[config.mk]
export PLATFORM = sky130hd
export DESIGN_NAME = output_image_decoder
export DESIGN_NICKNAME = d
export VERILOG_FILES = /design/src/hw/output_image_decoder.v /design/src/hw/pos_comparator.v /design/src/hw/reg_bank.v
export VERILOG_INCLUDE_DIRS = /design/src /design/src/hw
export SDC_FILE = /design/constraint.sdc
export NUM_CORES = 2
export LEC_CHECK = 0
export ABC_AREA = 1
export BUFFER_PORTS_ARGS = -buffer_cell sky130_fd_sc_hd__buf_2
export CELL_PAD_IN_SITES_DETAIL_PLACEMENT = 0
export CELL_PAD_IN_SITES_GLOBAL_PLACEMENT = 1
export CORE_UTILIZATION = 47
export CTS_BUF_LIST = sky130_fd_sc_hd__clkbuf_2
export DETAILED_ROUTE_END_ITERATION = 10
export GPL_TIMING_DRIVEN = 0
export PLACE_DENSITY_LB_ADDON = 0.1
export SLEW_MARGIN = 20
export SYNTH_ARGS = -nofsm -noshare
export SYNTH_HDL_FRONTEND = slang
export SYNTH_SLANG_ARGS = --single-unit
[constraint.sdc]
create_clock -name CORE_CLK -period 7.83 [get_ports CORE_CLK]
set_input_delay 0.3915 -clock CORE_CLK [delete_from_list [all_inputs] [get_ports CORE_CLK]]
set_output_delay 0.3915 -clock CORE_CLK [all_outputs]
set_load 0.05 [all_outputs]
[src/hw/enc_img_defines.vh]
`ifndef ENC_IMG_DEFINES_VH
`define ENC_IMG_DEFINES_VH
// ==========================================
// output image layout, bit positions in the 64-bit image
`define IMG_BITS 64
`define IMG_WDATA_LSB 0
`define IMG_RDADR_LSB 32
`define IMG_WADR_LSB 40
`define IMG_WREQ_BIT 47
`define IMG_CMPA_EN_BIT 48
`define IMG_CMPA_CLR_BIT 49
`define IMG_CMPB_EN_BIT 50
`define IMG_CMPB_CLR_BIT 51
`define IMG_HALT_BIT 56
// ==========================================
// internal register space
`define REG_ADDR_W 6
`define REG_DATA_W 32
`define REG_COUNT 64
`define REG_POS_IDX 6'h00
`define REG_CMPA_IDX 6'h01
`define REG_CMPB_IDX 6'h02
// ==========================================
// local software port, byte offsets
`define LOC_ADDR_W 4
`define LOC_CTRL 4'h0
`define LOC_STATUS 4'h4
`define LOC_POS 4'h8
`define CTRL_RESET 32'h00000000
`define CTRL_BADPAR_BIT 0
// ==========================================
// timing
`define CLK_PERIOD_NS 50
`define ENC_CYCLE_NS 100000
`define ENC_CYCLE_CYC (`ENC_CYCLE_NS / `CLK_PERIOD_NS)
`endif

[src/hw/output_image_decoder.v]
// Operation
// - output image is eight bytes: value, read address, write address, compare, halt
// - four-byte write value is a 32-bit unsigned register value
// - read addresses 0 to 63, register contents returned in response data
// - selected register comes back in the very next response
// - write request 1 overwrites the addressed register with the write value once, until a request 0 clears the acknowledge
// - write request 0 writes nothing and clears the write acknowledge
// - write address selects one of 64 registers
// - comparator b clear bit at 1 holds its sticky flag reset
// - comparator a clear bit at 1 holds its sticky flag reset
// - comparator b disabled forces its three outputs to 0
// - comparator b enabled drives outputs from position versus its reference
// - comparator a disabled forces its three outputs to 0
// - comparator a enabled drives outputs from position versus its reference
// - halt bit 0 reads the encoder cyclically unless the parameter set is bad
// - halt bit 1 stops encoder communication until it returns to 0
// - sticky flag sets on equality and stays until its clear bit or its comparator is disabled
// - relation output 0 below reference, 1 at or above
// - halted status is 1 when halted or parameter set is bad
`timescale 1ns/1ps
`include "enc_img_defines.vh"

module output_image_decoder #(
  parameter ENC_CYCLE = `ENC_CYCLE_CYC
) (
  input wire CORE_CLK,
  input wire RST,
  // output image from the gateway, same clock domain
  input wire [`IMG_BITS-1:0] OUT_IMAGE,
  input wire OUT_IMAGE_STB,
  // encoder reader, same clock domain
  input wire [`REG_DATA_W-1:0] ENC_POS,
  input wire ENC_POS_STB,
  output reg ENC_READ_REQ,
  // response image
  output reg [`REG_DATA_W-1:0] IN_RD_DATA,
  output reg IN_IMAGE_STB,
  output reg IN_WRITE_ACK,
  output reg IN_HALTED,
  output wire IN_CMP_A_ABOVE,
  output wire IN_CMP_A_EQUAL,
  output wire IN_CMP_A_STICKY,
  output wire IN_CMP_B_ABOVE,
  output wire IN_CMP_B_EQUAL,
  output wire IN_CMP_B_STICKY,
  // local software port
  input wire [`LOC_ADDR_W-1:0] REG_ADDR,
  input wire [`REG_DATA_W-1:0] REG_WDATA,
  input wire REG_WR,
  input wire REG_RD,
  output reg [`REG_DATA_W-1:0] REG_RDATA
);
  localparam AW = `REG_ADDR_W;
  localparam DW = `REG_DATA_W;
  localparam [3:0] S_IDLE = 4'h1;
  localparam [3:0] S_WRITE = 4'h2;
  localparam [3:0] S_READ = 4'h4;
  localparam [3:0] S_SEND = 4'h8;
  localparam CW = 32;

  // local port address match
  function hit;
    input [`LOC_ADDR_W-1:0] a;
    input [`LOC_ADDR_W-1:0] off;
    begin
      hit = (a == off);
    end
  endfunction

  reg [3:0] state_q;
  reg [3:0] state_d;
  reg [DW-1:0] wdata_q;
  reg [AW-1:0] waddr_q;
  reg [AW-1:0] raddr_q;
  reg wreq_q;
  reg cmp_a_enable_q;
  reg cmp_a_flag_clear_q;
  reg cmp_b_enable_q;
  reg cmp_b_flag_clear_q;
  reg halt_q;
  reg [DW-1:0] ctrl_q;
  reg [DW-1:0] encoder_position_reg;
  reg [DW-1:0] cmp_a_reference_reg;
  reg [DW-1:0] cmp_b_reference_reg;
  reg [CW-1:0] cyc_cnt_q;
  wire [DW-1:0] bank_rdata;
  wire bank_we;
  wire bad_parameter_flag;
  wire halted;
  wire [1:0] cmp_en;
  wire [1:0] cmp_clr;
  wire [1:0] cmp_above;
  wire [1:0] cmp_equal;
  wire [1:0] cmp_sticky;
  wire [DW-1:0] cmp_ref [0:1];

  assign bad_parameter_flag = ctrl_q[`CTRL_BADPAR_BIT];
  assign halted = halt_q | bad_parameter_flag;

  // ==========================================
  // telegram capture
  // image split into value, read address, write address, write request, compare and halt fields
  always @(posedge CORE_CLK or posedge RST) begin
    if (RST) begin
      wdata_q <= 32'h00000000;
      waddr_q <= 6'h00;
      raddr_q <= 6'h00;
      wreq_q <= 1'b0;
      cmp_a_enable_q <= 1'b0;
      cmp_a_flag_clear_q <= 1'b0;
      cmp_b_enable_q <= 1'b0;
      cmp_b_flag_clear_q <= 1'b0;
      halt_q <= 1'b0;
    end else if (OUT_IMAGE_STB && state_q == S_IDLE) begin
      wdata_q <= OUT_IMAGE[`IMG_WDATA_LSB +: DW];
      raddr_q <= OUT_IMAGE[`IMG_RDADR_LSB +: AW];
      waddr_q <= OUT_IMAGE[`IMG_WADR_LSB +: AW];
      wreq_q <= OUT_IMAGE[`IMG_WREQ_BIT];
      cmp_a_enable_q <= OUT_IMAGE[`IMG_CMPA_EN_BIT];
      cmp_a_flag_clear_q <= OUT_IMAGE[`IMG_CMPA_CLR_BIT];
      cmp_b_enable_q <= OUT_IMAGE[`IMG_CMPB_EN_BIT];
      cmp_b_flag_clear_q <= OUT_IMAGE[`IMG_CMPB_CLR_BIT];
      halt_q <= OUT_IMAGE[`IMG_HALT_BIT];
    end
  end

  // ==========================================
  // response sequencer
  // next state: capture, write, read, send
  always @* begin
    state_d = state_q;
    case (state_q)
      S_IDLE: begin
        if (OUT_IMAGE_STB) begin
          state_d = S_WRITE;
        end
      end
      S_WRITE: state_d = S_READ;
      S_READ: state_d = S_SEND;
      S_SEND: state_d = S_IDLE;
      default: state_d = S_IDLE;
    endcase
  end

  // state register
  always @(posedge CORE_CLK or posedge RST) begin
    if (RST) begin
      state_q <= S_IDLE;
    end else begin
      state_q <= state_d;
    end
  end

  // one write per request assertion, only while not yet acknowledged
  assign bank_we = (state_q == S_WRITE) && wreq_q && !IN_WRITE_ACK;

  // write acknowledge follows the request
  always @(posedge CORE_CLK or posedge RST) begin
    if (RST) begin
      IN_WRITE_ACK <= 1'b0;
    end else if (state_q == S_WRITE) begin
      if (wreq_q) begin
        IN_WRITE_ACK <= 1'b1;
      end else begin
        IN_WRITE_ACK <= 1'b0;
      end
    end
  end

  // ==========================================
  // register bank and mirrored registers
  reg_bank #(
    .AW(AW),
    .DW(DW),
    .DEPTH(`REG_COUNT)
  ) u_bank (
    .clk(CORE_CLK),
    .we(bank_we),
    .waddr(waddr_q),
    .wdata(wdata_q),
    .raddr(raddr_q),
    .rdata(bank_rdata)
  );

  // comparator references mirror writes to their addresses
  always @(posedge CORE_CLK or posedge RST) begin
    if (RST) begin
      cmp_a_reference_reg <= 32'h00000000;
      cmp_b_reference_reg <= 32'h00000000;
    end else if (bank_we) begin
      if (waddr_q == `REG_CMPA_IDX) begin
        cmp_a_reference_reg <= wdata_q;
      end
      if (waddr_q == `REG_CMPB_IDX) begin
        cmp_b_reference_reg <= wdata_q;
      end
    end
  end

  // response: read data of this telegram's read address
  always @(posedge CORE_CLK or posedge RST) begin
    if (RST) begin
      IN_RD_DATA <= 32'h00000000;
      IN_IMAGE_STB <= 1'b0;
      IN_HALTED <= 1'b0;
    end else begin
      IN_IMAGE_STB <= (state_q == S_SEND);
      IN_HALTED <= halted;
      if (state_q == S_SEND) begin
        case (raddr_q)
          `REG_POS_IDX: IN_RD_DATA <= encoder_position_reg;
          `REG_CMPA_IDX: IN_RD_DATA <= cmp_a_reference_reg;
          `REG_CMPB_IDX: IN_RD_DATA <= cmp_b_reference_reg;
          default: IN_RD_DATA <= bank_rdata;
        endcase
      end
    end
  end

  // ==========================================
  // encoder cycle
  // read request pulse every cycle period while running
  always @(posedge CORE_CLK or posedge RST) begin
    if (RST) begin
      cyc_cnt_q <= 32'h00000000;
      ENC_READ_REQ <= 1'b0;
    end else if (halted) begin
      cyc_cnt_q <= 32'h00000000;
      ENC_READ_REQ <= 1'b0;
    end else if (cyc_cnt_q == ENC_CYCLE - 1) begin
      cyc_cnt_q <= 32'h00000000;
      ENC_READ_REQ <= 1'b1;
    end else begin
      cyc_cnt_q <= cyc_cnt_q + 32'h00000001;
      ENC_READ_REQ <= 1'b0;
    end
  end

  // position latched from the reader, frozen while halted
  always @(posedge CORE_CLK or posedge RST) begin
    if (RST) begin
      encoder_position_reg <= 32'h00000000;
    end else if (ENC_POS_STB && !halted) begin
      encoder_position_reg <= ENC_POS;
    end
  end

  // ==========================================
  // comparators
  assign cmp_en = {cmp_b_enable_q, cmp_a_enable_q};
  assign cmp_clr = {cmp_b_flag_clear_q, cmp_a_flag_clear_q};
  assign cmp_ref[0] = cmp_a_reference_reg;
  assign cmp_ref[1] = cmp_b_reference_reg;

  // index 0 is comparator a, index 1 is comparator b
  genvar gi;
  generate
    for (gi = 0; gi < 2; gi = gi + 1) begin : g_cmp
      pos_comparator #(
        .DW(DW)
      ) u_cmp (
        .clk(CORE_CLK),
        .rst(RST),
        .enable(cmp_en[gi]),
        .flag_clear(cmp_clr[gi]),
        .position(encoder_position_reg),
        .reference(cmp_ref[gi]),
        .at_or_above(cmp_above[gi]),
        .equal(cmp_equal[gi]),
        .sticky_match(cmp_sticky[gi])
      );
    end
  endgenerate

  assign IN_CMP_A_ABOVE = cmp_above[0];
  assign IN_CMP_A_EQUAL = cmp_equal[0];
  assign IN_CMP_A_STICKY = cmp_sticky[0];
  assign IN_CMP_B_ABOVE = cmp_above[1];
  assign IN_CMP_B_EQUAL = cmp_equal[1];
  assign IN_CMP_B_STICKY = cmp_sticky[1];

  // ==========================================
  // local software port
  // control register write
  always @(posedge CORE_CLK or posedge RST) begin
    if (RST) begin
      ctrl_q <= `CTRL_RESET;
    end else if (REG_WR && hit(REG_ADDR, `LOC_CTRL)) begin
      ctrl_q <= {31'h00000000, REG_WDATA[`CTRL_BADPAR_BIT]};
    end
  end

  // read data one cycle after the strobe, zero when unmapped
  always @(posedge CORE_CLK or posedge RST) begin
    if (RST) begin
      REG_RDATA <= 32'h00000000;
    end else if (REG_RD) begin
      if (hit(REG_ADDR, `LOC_CTRL)) begin
        REG_RDATA <= ctrl_q;
      end else if (hit(REG_ADDR, `LOC_STATUS)) begin
        REG_RDATA <= {24'h000000, halted, IN_WRITE_ACK, cmp_sticky, cmp_equal, cmp_above};
      end else if (hit(REG_ADDR, `LOC_POS)) begin
        REG_RDATA <= encoder_position_reg;
      end else begin
        REG_RDATA <= 32'h00000000;
      end
    end else begin
      REG_RDATA <= 32'h00000000;
    end
  end
endmodule // output_image_decoder

[src/hw/pos_comparator.v]
`timescale 1ns/1ps
`include "enc_img_defines.vh"

// ==========================================
// position comparator with sticky match
module pos_comparator #(
  parameter DW = `REG_DATA_W
) (
  input wire clk,
  input wire rst,
  input wire enable,
  input wire flag_clear,
  input wire [DW-1:0] position,
  input wire [DW-1:0] reference,
  output reg at_or_above,
  output reg equal,
  output reg sticky_match
);
  wire eq = (position == reference);
  wire ge = (position >= reference);

  // disabled comparator reads all zero; clear holds the flag low
  always @(posedge clk or posedge rst) begin
    if (rst) begin
      at_or_above <= 1'b0;
      equal <= 1'b0;
      sticky_match <= 1'b0;
    end else if (!enable) begin
      at_or_above <= 1'b0;
      equal <= 1'b0;
      sticky_match <= 1'b0;
    end else begin
      at_or_above <= ge;
      equal <= eq;
      if (flag_clear) begin
        sticky_match <= 1'b0;
      end else if (eq) begin
        sticky_match <= 1'b1;
      end
    end
  end
endmodule // pos_comparator

[src/hw/reg_bank.v]
`timescale 1ns/1ps
`include "enc_img_defines.vh"

// ==========================================
// register bank
module reg_bank #(
  parameter AW = `REG_ADDR_W,
  parameter DW = `REG_DATA_W,
  parameter DEPTH = `REG_COUNT
) (
  input wire clk,
  input wire we,
  input wire [AW-1:0] waddr,
  input wire [DW-1:0] wdata,
  input wire [AW-1:0] raddr,
  output reg [DW-1:0] rdata
);
  reg [DW-1:0] mem [0:DEPTH-1];

  // write port, registered read port (old data on same-edge collision)
  always @(posedge clk) begin
    if (we) begin
      mem[waddr] <= wdata;
    end
    rdata <= mem[raddr];
  end
endmodule // reg_bank

**Word-level counts from Yosys, hierarchy flattened**

Memories as Yosys holds them, arrays and structs flattened. A register that Yosys moved wholly into a read port is not among the register bits.
Index checks and enable logic that the tools add are counted.

- Bitwise logic cells: 1
- $add $sub $neg: 1
- $lt $le $gt $ge: 2
- Eq/ne operators: 16
- Mux-type cells: 24
- Reduce and logical (&&, ||, !) cells: 11

Operator list:

| kind | count |
|---|---|
| $mux W32 | 6 |
| $pmux W32 S3 | 1 |
| $eq A32 B32 Y1 | 2 |
| $ge A32 B32 Y1 | 2 |
| $add A32 B1 Y32 const B | 1 |
| $eq A32 B11 Y1 const B | 1 |
| $mux W1 | 15 |
| $eq A6 B1 Y1 const B | 2 |
| $eq A6 B2 Y1 const B | 2 |
| $pmux W4 S3 | 1 |
| $eq A4 B3 Y1 const B | 2 |
| $eq A4 B4 Y1 const B | 2 |
| $logic_not A6 Y1 | 1 |
| $ne A3 B1 Y1 const B | 2 |
| $logic_and A1 B1 Y1 | 5 |
| $eq A4 B1 Y1 const B | 1 |
| $eq A4 B2 Y1 const B | 1 |
| $logic_not A4 Y1 | 1 |
| $mux W4 | 1 |
| $reduce_and A2 Y1 | 2 |
| $logic_not A1 Y1 | 2 |
| $ne A2 B2 Y1 const B | 1 |
| $or A1 B1 Y1 | 1 |

- RAM bits: 2,048
- Register bits after elaboration: 257
- Memories: 1

Memory list:

| name | depth | width | rd ports | clocked after Yosys merged registers in | wr ports | RTL line | source |
|---|---|---|---|---|---|---|---|
| u_bank.mem | 64 | 32 | 1 | 1 | 1 | reg_bank.v:18 | `reg [DW-1:0] mem [0:DEPTH-1];` |

**Depth between registers and ports, before layout**

- Depth in word-level cells: 5
- Gate-level depth with buffers: 17
- Depth with buffers taken out: 13

**Cells and area by module**

A second synthesis with hierarchy kept.

- Cell total of the unflattened synthesis: 8,552
- Area, all modules: 96,313.6 um^2

Modules (own cells, without submodules):

| module | cells each | area each (um^2) | times used | seq. area each (um^2) |
|---|---|---|---|---|
| reg_bank | 6,769 | 82,738.1 | 1 | 62,139.6 |
| output_image_decoder | 1,465 | 11,548.6 | 1 | 6,282.3 |
| pos_comparator | 159 | 1,013.5 | 2 | 75.1 |

**Worst setup path before layout**

No wires, ideal clock.

- Kind: register -> register
- Start point: register IN_WRITE_ACK
- End point: memory u_bank.mem[59][0] (netlist name), enable pin
- Slack: 3.158 ns
- Arrival: 4.170 ns
- Library setup time: 0.502 ns
- Cell stages (with the launch flop): 6
- Path buffers: 0
- Required time: 7.328 ns
- Cell sequence: dfrtp_1 inv_1 nand3_2 clkinv_1 nand2_1 nor4_1

- Longest elaborated chain between the ends: 4

RTL lines:

| element | RTL line | source |
|---|---|---|
| start: declaration | output_image_decoder.v:38 | `output reg IN_WRITE_ACK,` |
| start signal: assignment | output_image_decoder.v:160 | `IN_WRITE_ACK <= 1'b0;` |
| start signal: assignment | output_image_decoder.v:163 | `IN_WRITE_ACK <= 1'b1;` |
| start signal: assignment | output_image_decoder.v:165 | `IN_WRITE_ACK <= 1'b0;` |
| $logic_not A1 Y1 | output_image_decoder.v:155 | `assign bank_we = (state_q == S_WRITE) && wreq_q && !IN_WRITE_ACK;` |
| $logic_and A1 B1 Y1 | output_image_decoder.v:155 |  |
| $mux W1 | reg_bank.v:22 | `if (we) begin` |
| $mux W1 (not written as such) | reg_bank.v:23 | `mem[waddr] <= wdata;` |
| end: declaration | reg_bank.v:18 |  |

No other way between the ends.

==> out/qor.csv <==
stage,metric,value,unit
setup_path,Crit Path Class,flip-flop to flip-flop,
placed_design,Place WS,3740,ps
finish,Finished Layout Cells,14000,
floorplanning,I/O pins,212,
timing,Setup-failing EPs final,0,
grt,first-pass GRT wire length,538,mm
yosys,"EDFF count, synth",2048,
grt,vias in the first global route,72300,
yosys,Yosys top cell area share,61.9,%
timing,Final period util,53.4,%
clock_tree,clk slew on worst S/H paths,110,ps
power_and_ir_drop,total power,43.8,mW
setup_path,Crit path top cell by count,nand2_1,
floorplanning,Die Ht,462,um
grt,GRT overflow,0,
detailed_routing,Routed Antenna Nets,0,
clock_tree,H-tree depth,6,
power_and_ir_drop,Psw,20.4,mW
yosys,synthesized netlist cell count,9470,
timing,Final Critical Period,4180,ps
floorplanning,# rows,168,
placed_design,I/O Buffers,166,
power_and_ir_drop,pwr/cell area,376,nW/um2
clock_tree,CTS buffer count,631,
timing,Fmax,239,MHz
yosys,Mapped Area,99400,um2
grt,initial antenna violation count,34,
setup_path,WP buf/inv,4,
yosys,Yosys top cell by area,edfxtp_1,
floorplanning,core area,210000,um2
setup_path,CP required,9520,ps
placed_design,total placed cells including tap cells,12600,
job,max_cap viols,0,
clock_tree,"Clk Latency, worst-skew pair",1980,ps
floorplanning,DIE WIDTH,462,um
detailed_routing,WL/cell,27.9,um
grt,Tot GR Track Use,36.5,%
timing,Clock Skew,149,ps
setup_path,biggest cell delay along the critical path,880,ps
finish,Layout area overhead,17.4,%
setup_path,CP cell instances,buf_6 -> inv_4 -> buf_2 -> clkbuf_1 -> nand2_1 -> nand2_1 -> nand2_1 -> nand2_1 -> nor2_1 -> nand2_1 -> nand3_1 -> nand2_1,
setup_path,crit-path max FO,11,
yosys,Synth Warn #,0,
detailed_routing,final wirelength,392,mm
floorplanning,Die ar.,213000,um2
power_and_ir_drop,VDD IR max,0.240,mV
timing,final hold violations,0,
finish,Biggest register,u_bank.mem,
finish,max FFs per register,2048,
clock_tree,Clock Sinks,2337,
yosys,Commonest cells post-synth,"3605 x nand2_1, 2048 x edfxtp_1, 960 x inv_1, 709 x nand3_1, 585 x nor2_1",
setup_path,Crit path max-delay family,buffers and inverters,
power_and_ir_drop,Sw Ratio,46.6,%
power_and_ir_drop,clock share of power,19.3,%
yosys,Synth Area per Inst,10.5,um2
timing,setup TNS,0,ps
setup_path,critical path launch point type,flip-flop,
placed_design,"Cell Area, Placed",108000,um2
finish,fill cell count,18800,
placed_design,DP HPWL,272,mm
detailed_routing,Vias/cell,5.46,
power_and_ir_drop,Cell Int Power,23.4,mW
yosys,ys flop type,edfxtp_1,
clock_tree,CTS Buffer Depth,4,
power_and_ir_drop,Flop pwr share,38.8,%
clock_tree,postcts setup bufs,0,
finish,final instance area,117000,um2
power_and_ir_drop,Comb power frac,41.9,%
grt,pin count of the biggest net entering global routing,96,
timing,Slew HR,9.33,%
yosys,top-count cell post-synth,nand2_1,
detailed_routing,Detailed Route Iter0 Violations,9529,
yosys,register area share after synthesis,69.0,%
placed_design,GPL Wtd Cong,0.977,
yosys,"flops & latches, synth",2337,
yosys,syn_nets,9673,
setup_path,Arrival @ worst endpoint,5880,ps
finish,fraction of layout cells with a size suffix above 1,15.9,%
detailed_routing,# DRC,0,
timing,Worst-Margin Slew,1360,ps
timing,Slew Limit Fails,0,
setup_path,slowest cell on the critical path,clkbuf_1,
clock_tree,clock root buffer master,clkbuf_2,
detailed_routing,DR vias,76500,
yosys,"Distinct cells, synth",51,
min_path,Hold Path Class,input pin to flip-flop,
clock_tree,CTS tree,yes,
yosys,synth top area cells,"edfxtp_1 62%, nand2_1 14%, dfrtp_1 6.4%",
timing,RSZ-0062 raised after global routing,false,
finish,Final nets,11000,
detailed_routing,drt pass-1 iters,8,
floorplanning,Initial Util,47.4,%
outcome,status,finished clean,
power_and_ir_drop,P_leak,49.3,nW
timing,PnR worst setup slack,3650,ps
setup_path,critical path capture point type,flip-flop,
yosys,ys async rst share,11.0,%
[through the flow]
step           utilization (%)  hold WS [ps]
3_3_place_gp              49.4           428
4_1_cts                   55.6          36.6
6_report                  55.6           318
3_5_place_dp              51.3           360
2_1_floorplan                -           405
5_1_grt                   55.6           250
[worst reg2reg max path, cell delays in order (launching register included)]
cell and delay (ps):
dfrtp_1 380, buf_6 160, inv_4 260, buf_2 640
clkbuf_1 900, nand2_1 160, nand2_1 100, nand2_1 50
nand2_1 130, nor2_1 70, nand2_1 200, nand3_1 400
nand2_1 510
[what timing repair did]
item | CTS | global route
endpoints found under the hold margin | 374 | 0
gates resized for setup | 0 | 0
hold buffers | 366 | 0
[placed cells by master, fill, tap and decap left out, types with 33 or more instances in the layout]
master	n
nor2_4	63
dlygate4sd3_1	365
buf_4	95
nand4_1	33
clkinv_1	81
buf_16	79
clkbuf_1	88
edfxtp_1	2048
o21ai_1	63
clkbuf_2	957
nand2_1	3605
nand3_1	706
nor2_1	524
buf_2	367
a21oi_1	290
inv_1	957
nor3_1	34
o21ai_0	192
dfrtp_1	224
buf_12	56
buf_6	58
ha_1	65
[routing by layer]
layer	up-vias	global-route usage [%]	routed length, um
li1	34000	-	-
met1	37400	47.6	151000
met2	4327	56.4	176000
met3	798	7.98	40500
met4	14	20.7	23800
met5	-	0	201
[path summary, 6_finish.rpt]
| path | depth (start not counted) | start | to | slack (ps) |
|---|---|---|---|---|
| hold / removal | 6 | REG_ADDR[1] | REG_RDATA[9] | 320 |
| setup / recovery | 12 | raddr_q[1] | u_bank.rdata[24] | 3650 |
| hold reg to reg | 1 | cmp_b_flag_clear_q | g_cmp[1].u_cmp.sticky_match | 430 |
| min in group asynchronous | 7 | RST | cmp_a_reference_reg[25] | 900 |
| setup reg to reg | 12 | raddr_q[1] | u_bank.rdata[24] | 3650 |
| max in group asynchronous | 10 | RST | cyc_cnt_q[18] | 5390 |
[kinds of logic after synthesis]
group / after synthesis / synth area share, %
AO/OA/AOI/OAI: 618 / 3.40
XOR/XNOR: 27 / 0.238
adder cells (fa/ha/maj): 65 / 0.818
buffers and inverters: 1436 / 6.56
flip-flops: 2337 / 69.0
multiplexers: 2 / 0.0227
AND/OR/NAND/NOR: 4985 / 20.0
[power groups by stage]
stage | registers [mW] | logic (mW) | clock network (mW)
final | 17.0 | 18.4 | 8.46
after global routing | 17.0 | 19.1 | 9.16
after CTS | 17.0 | 17.9 | 8.55
after detailed placement | 17.2 | 17.3 | 0
after global placement | 18.9 | 15.2 | 0
after floorplan | 17.0 | 8.09 | 0
[layout make-up]
type                            count  area [um2]  area share (%)
Sequential cell                  2337       68700            58.9
Multi-Input combinational cell   5697       24800            21.2
Timing Repair Buffer              674        7800            6.69
Clock buffer                      953        4770            4.09
Inverter                          973        3670            3.15
Tap cell                         2805        3510            3.01
Buffer                            463        2860            2.45
Clock inverter                    104         513           0.440
Antenna cell                       14        35.0          0.0300
Note: power is estimated with default switching activity, not from simulation.
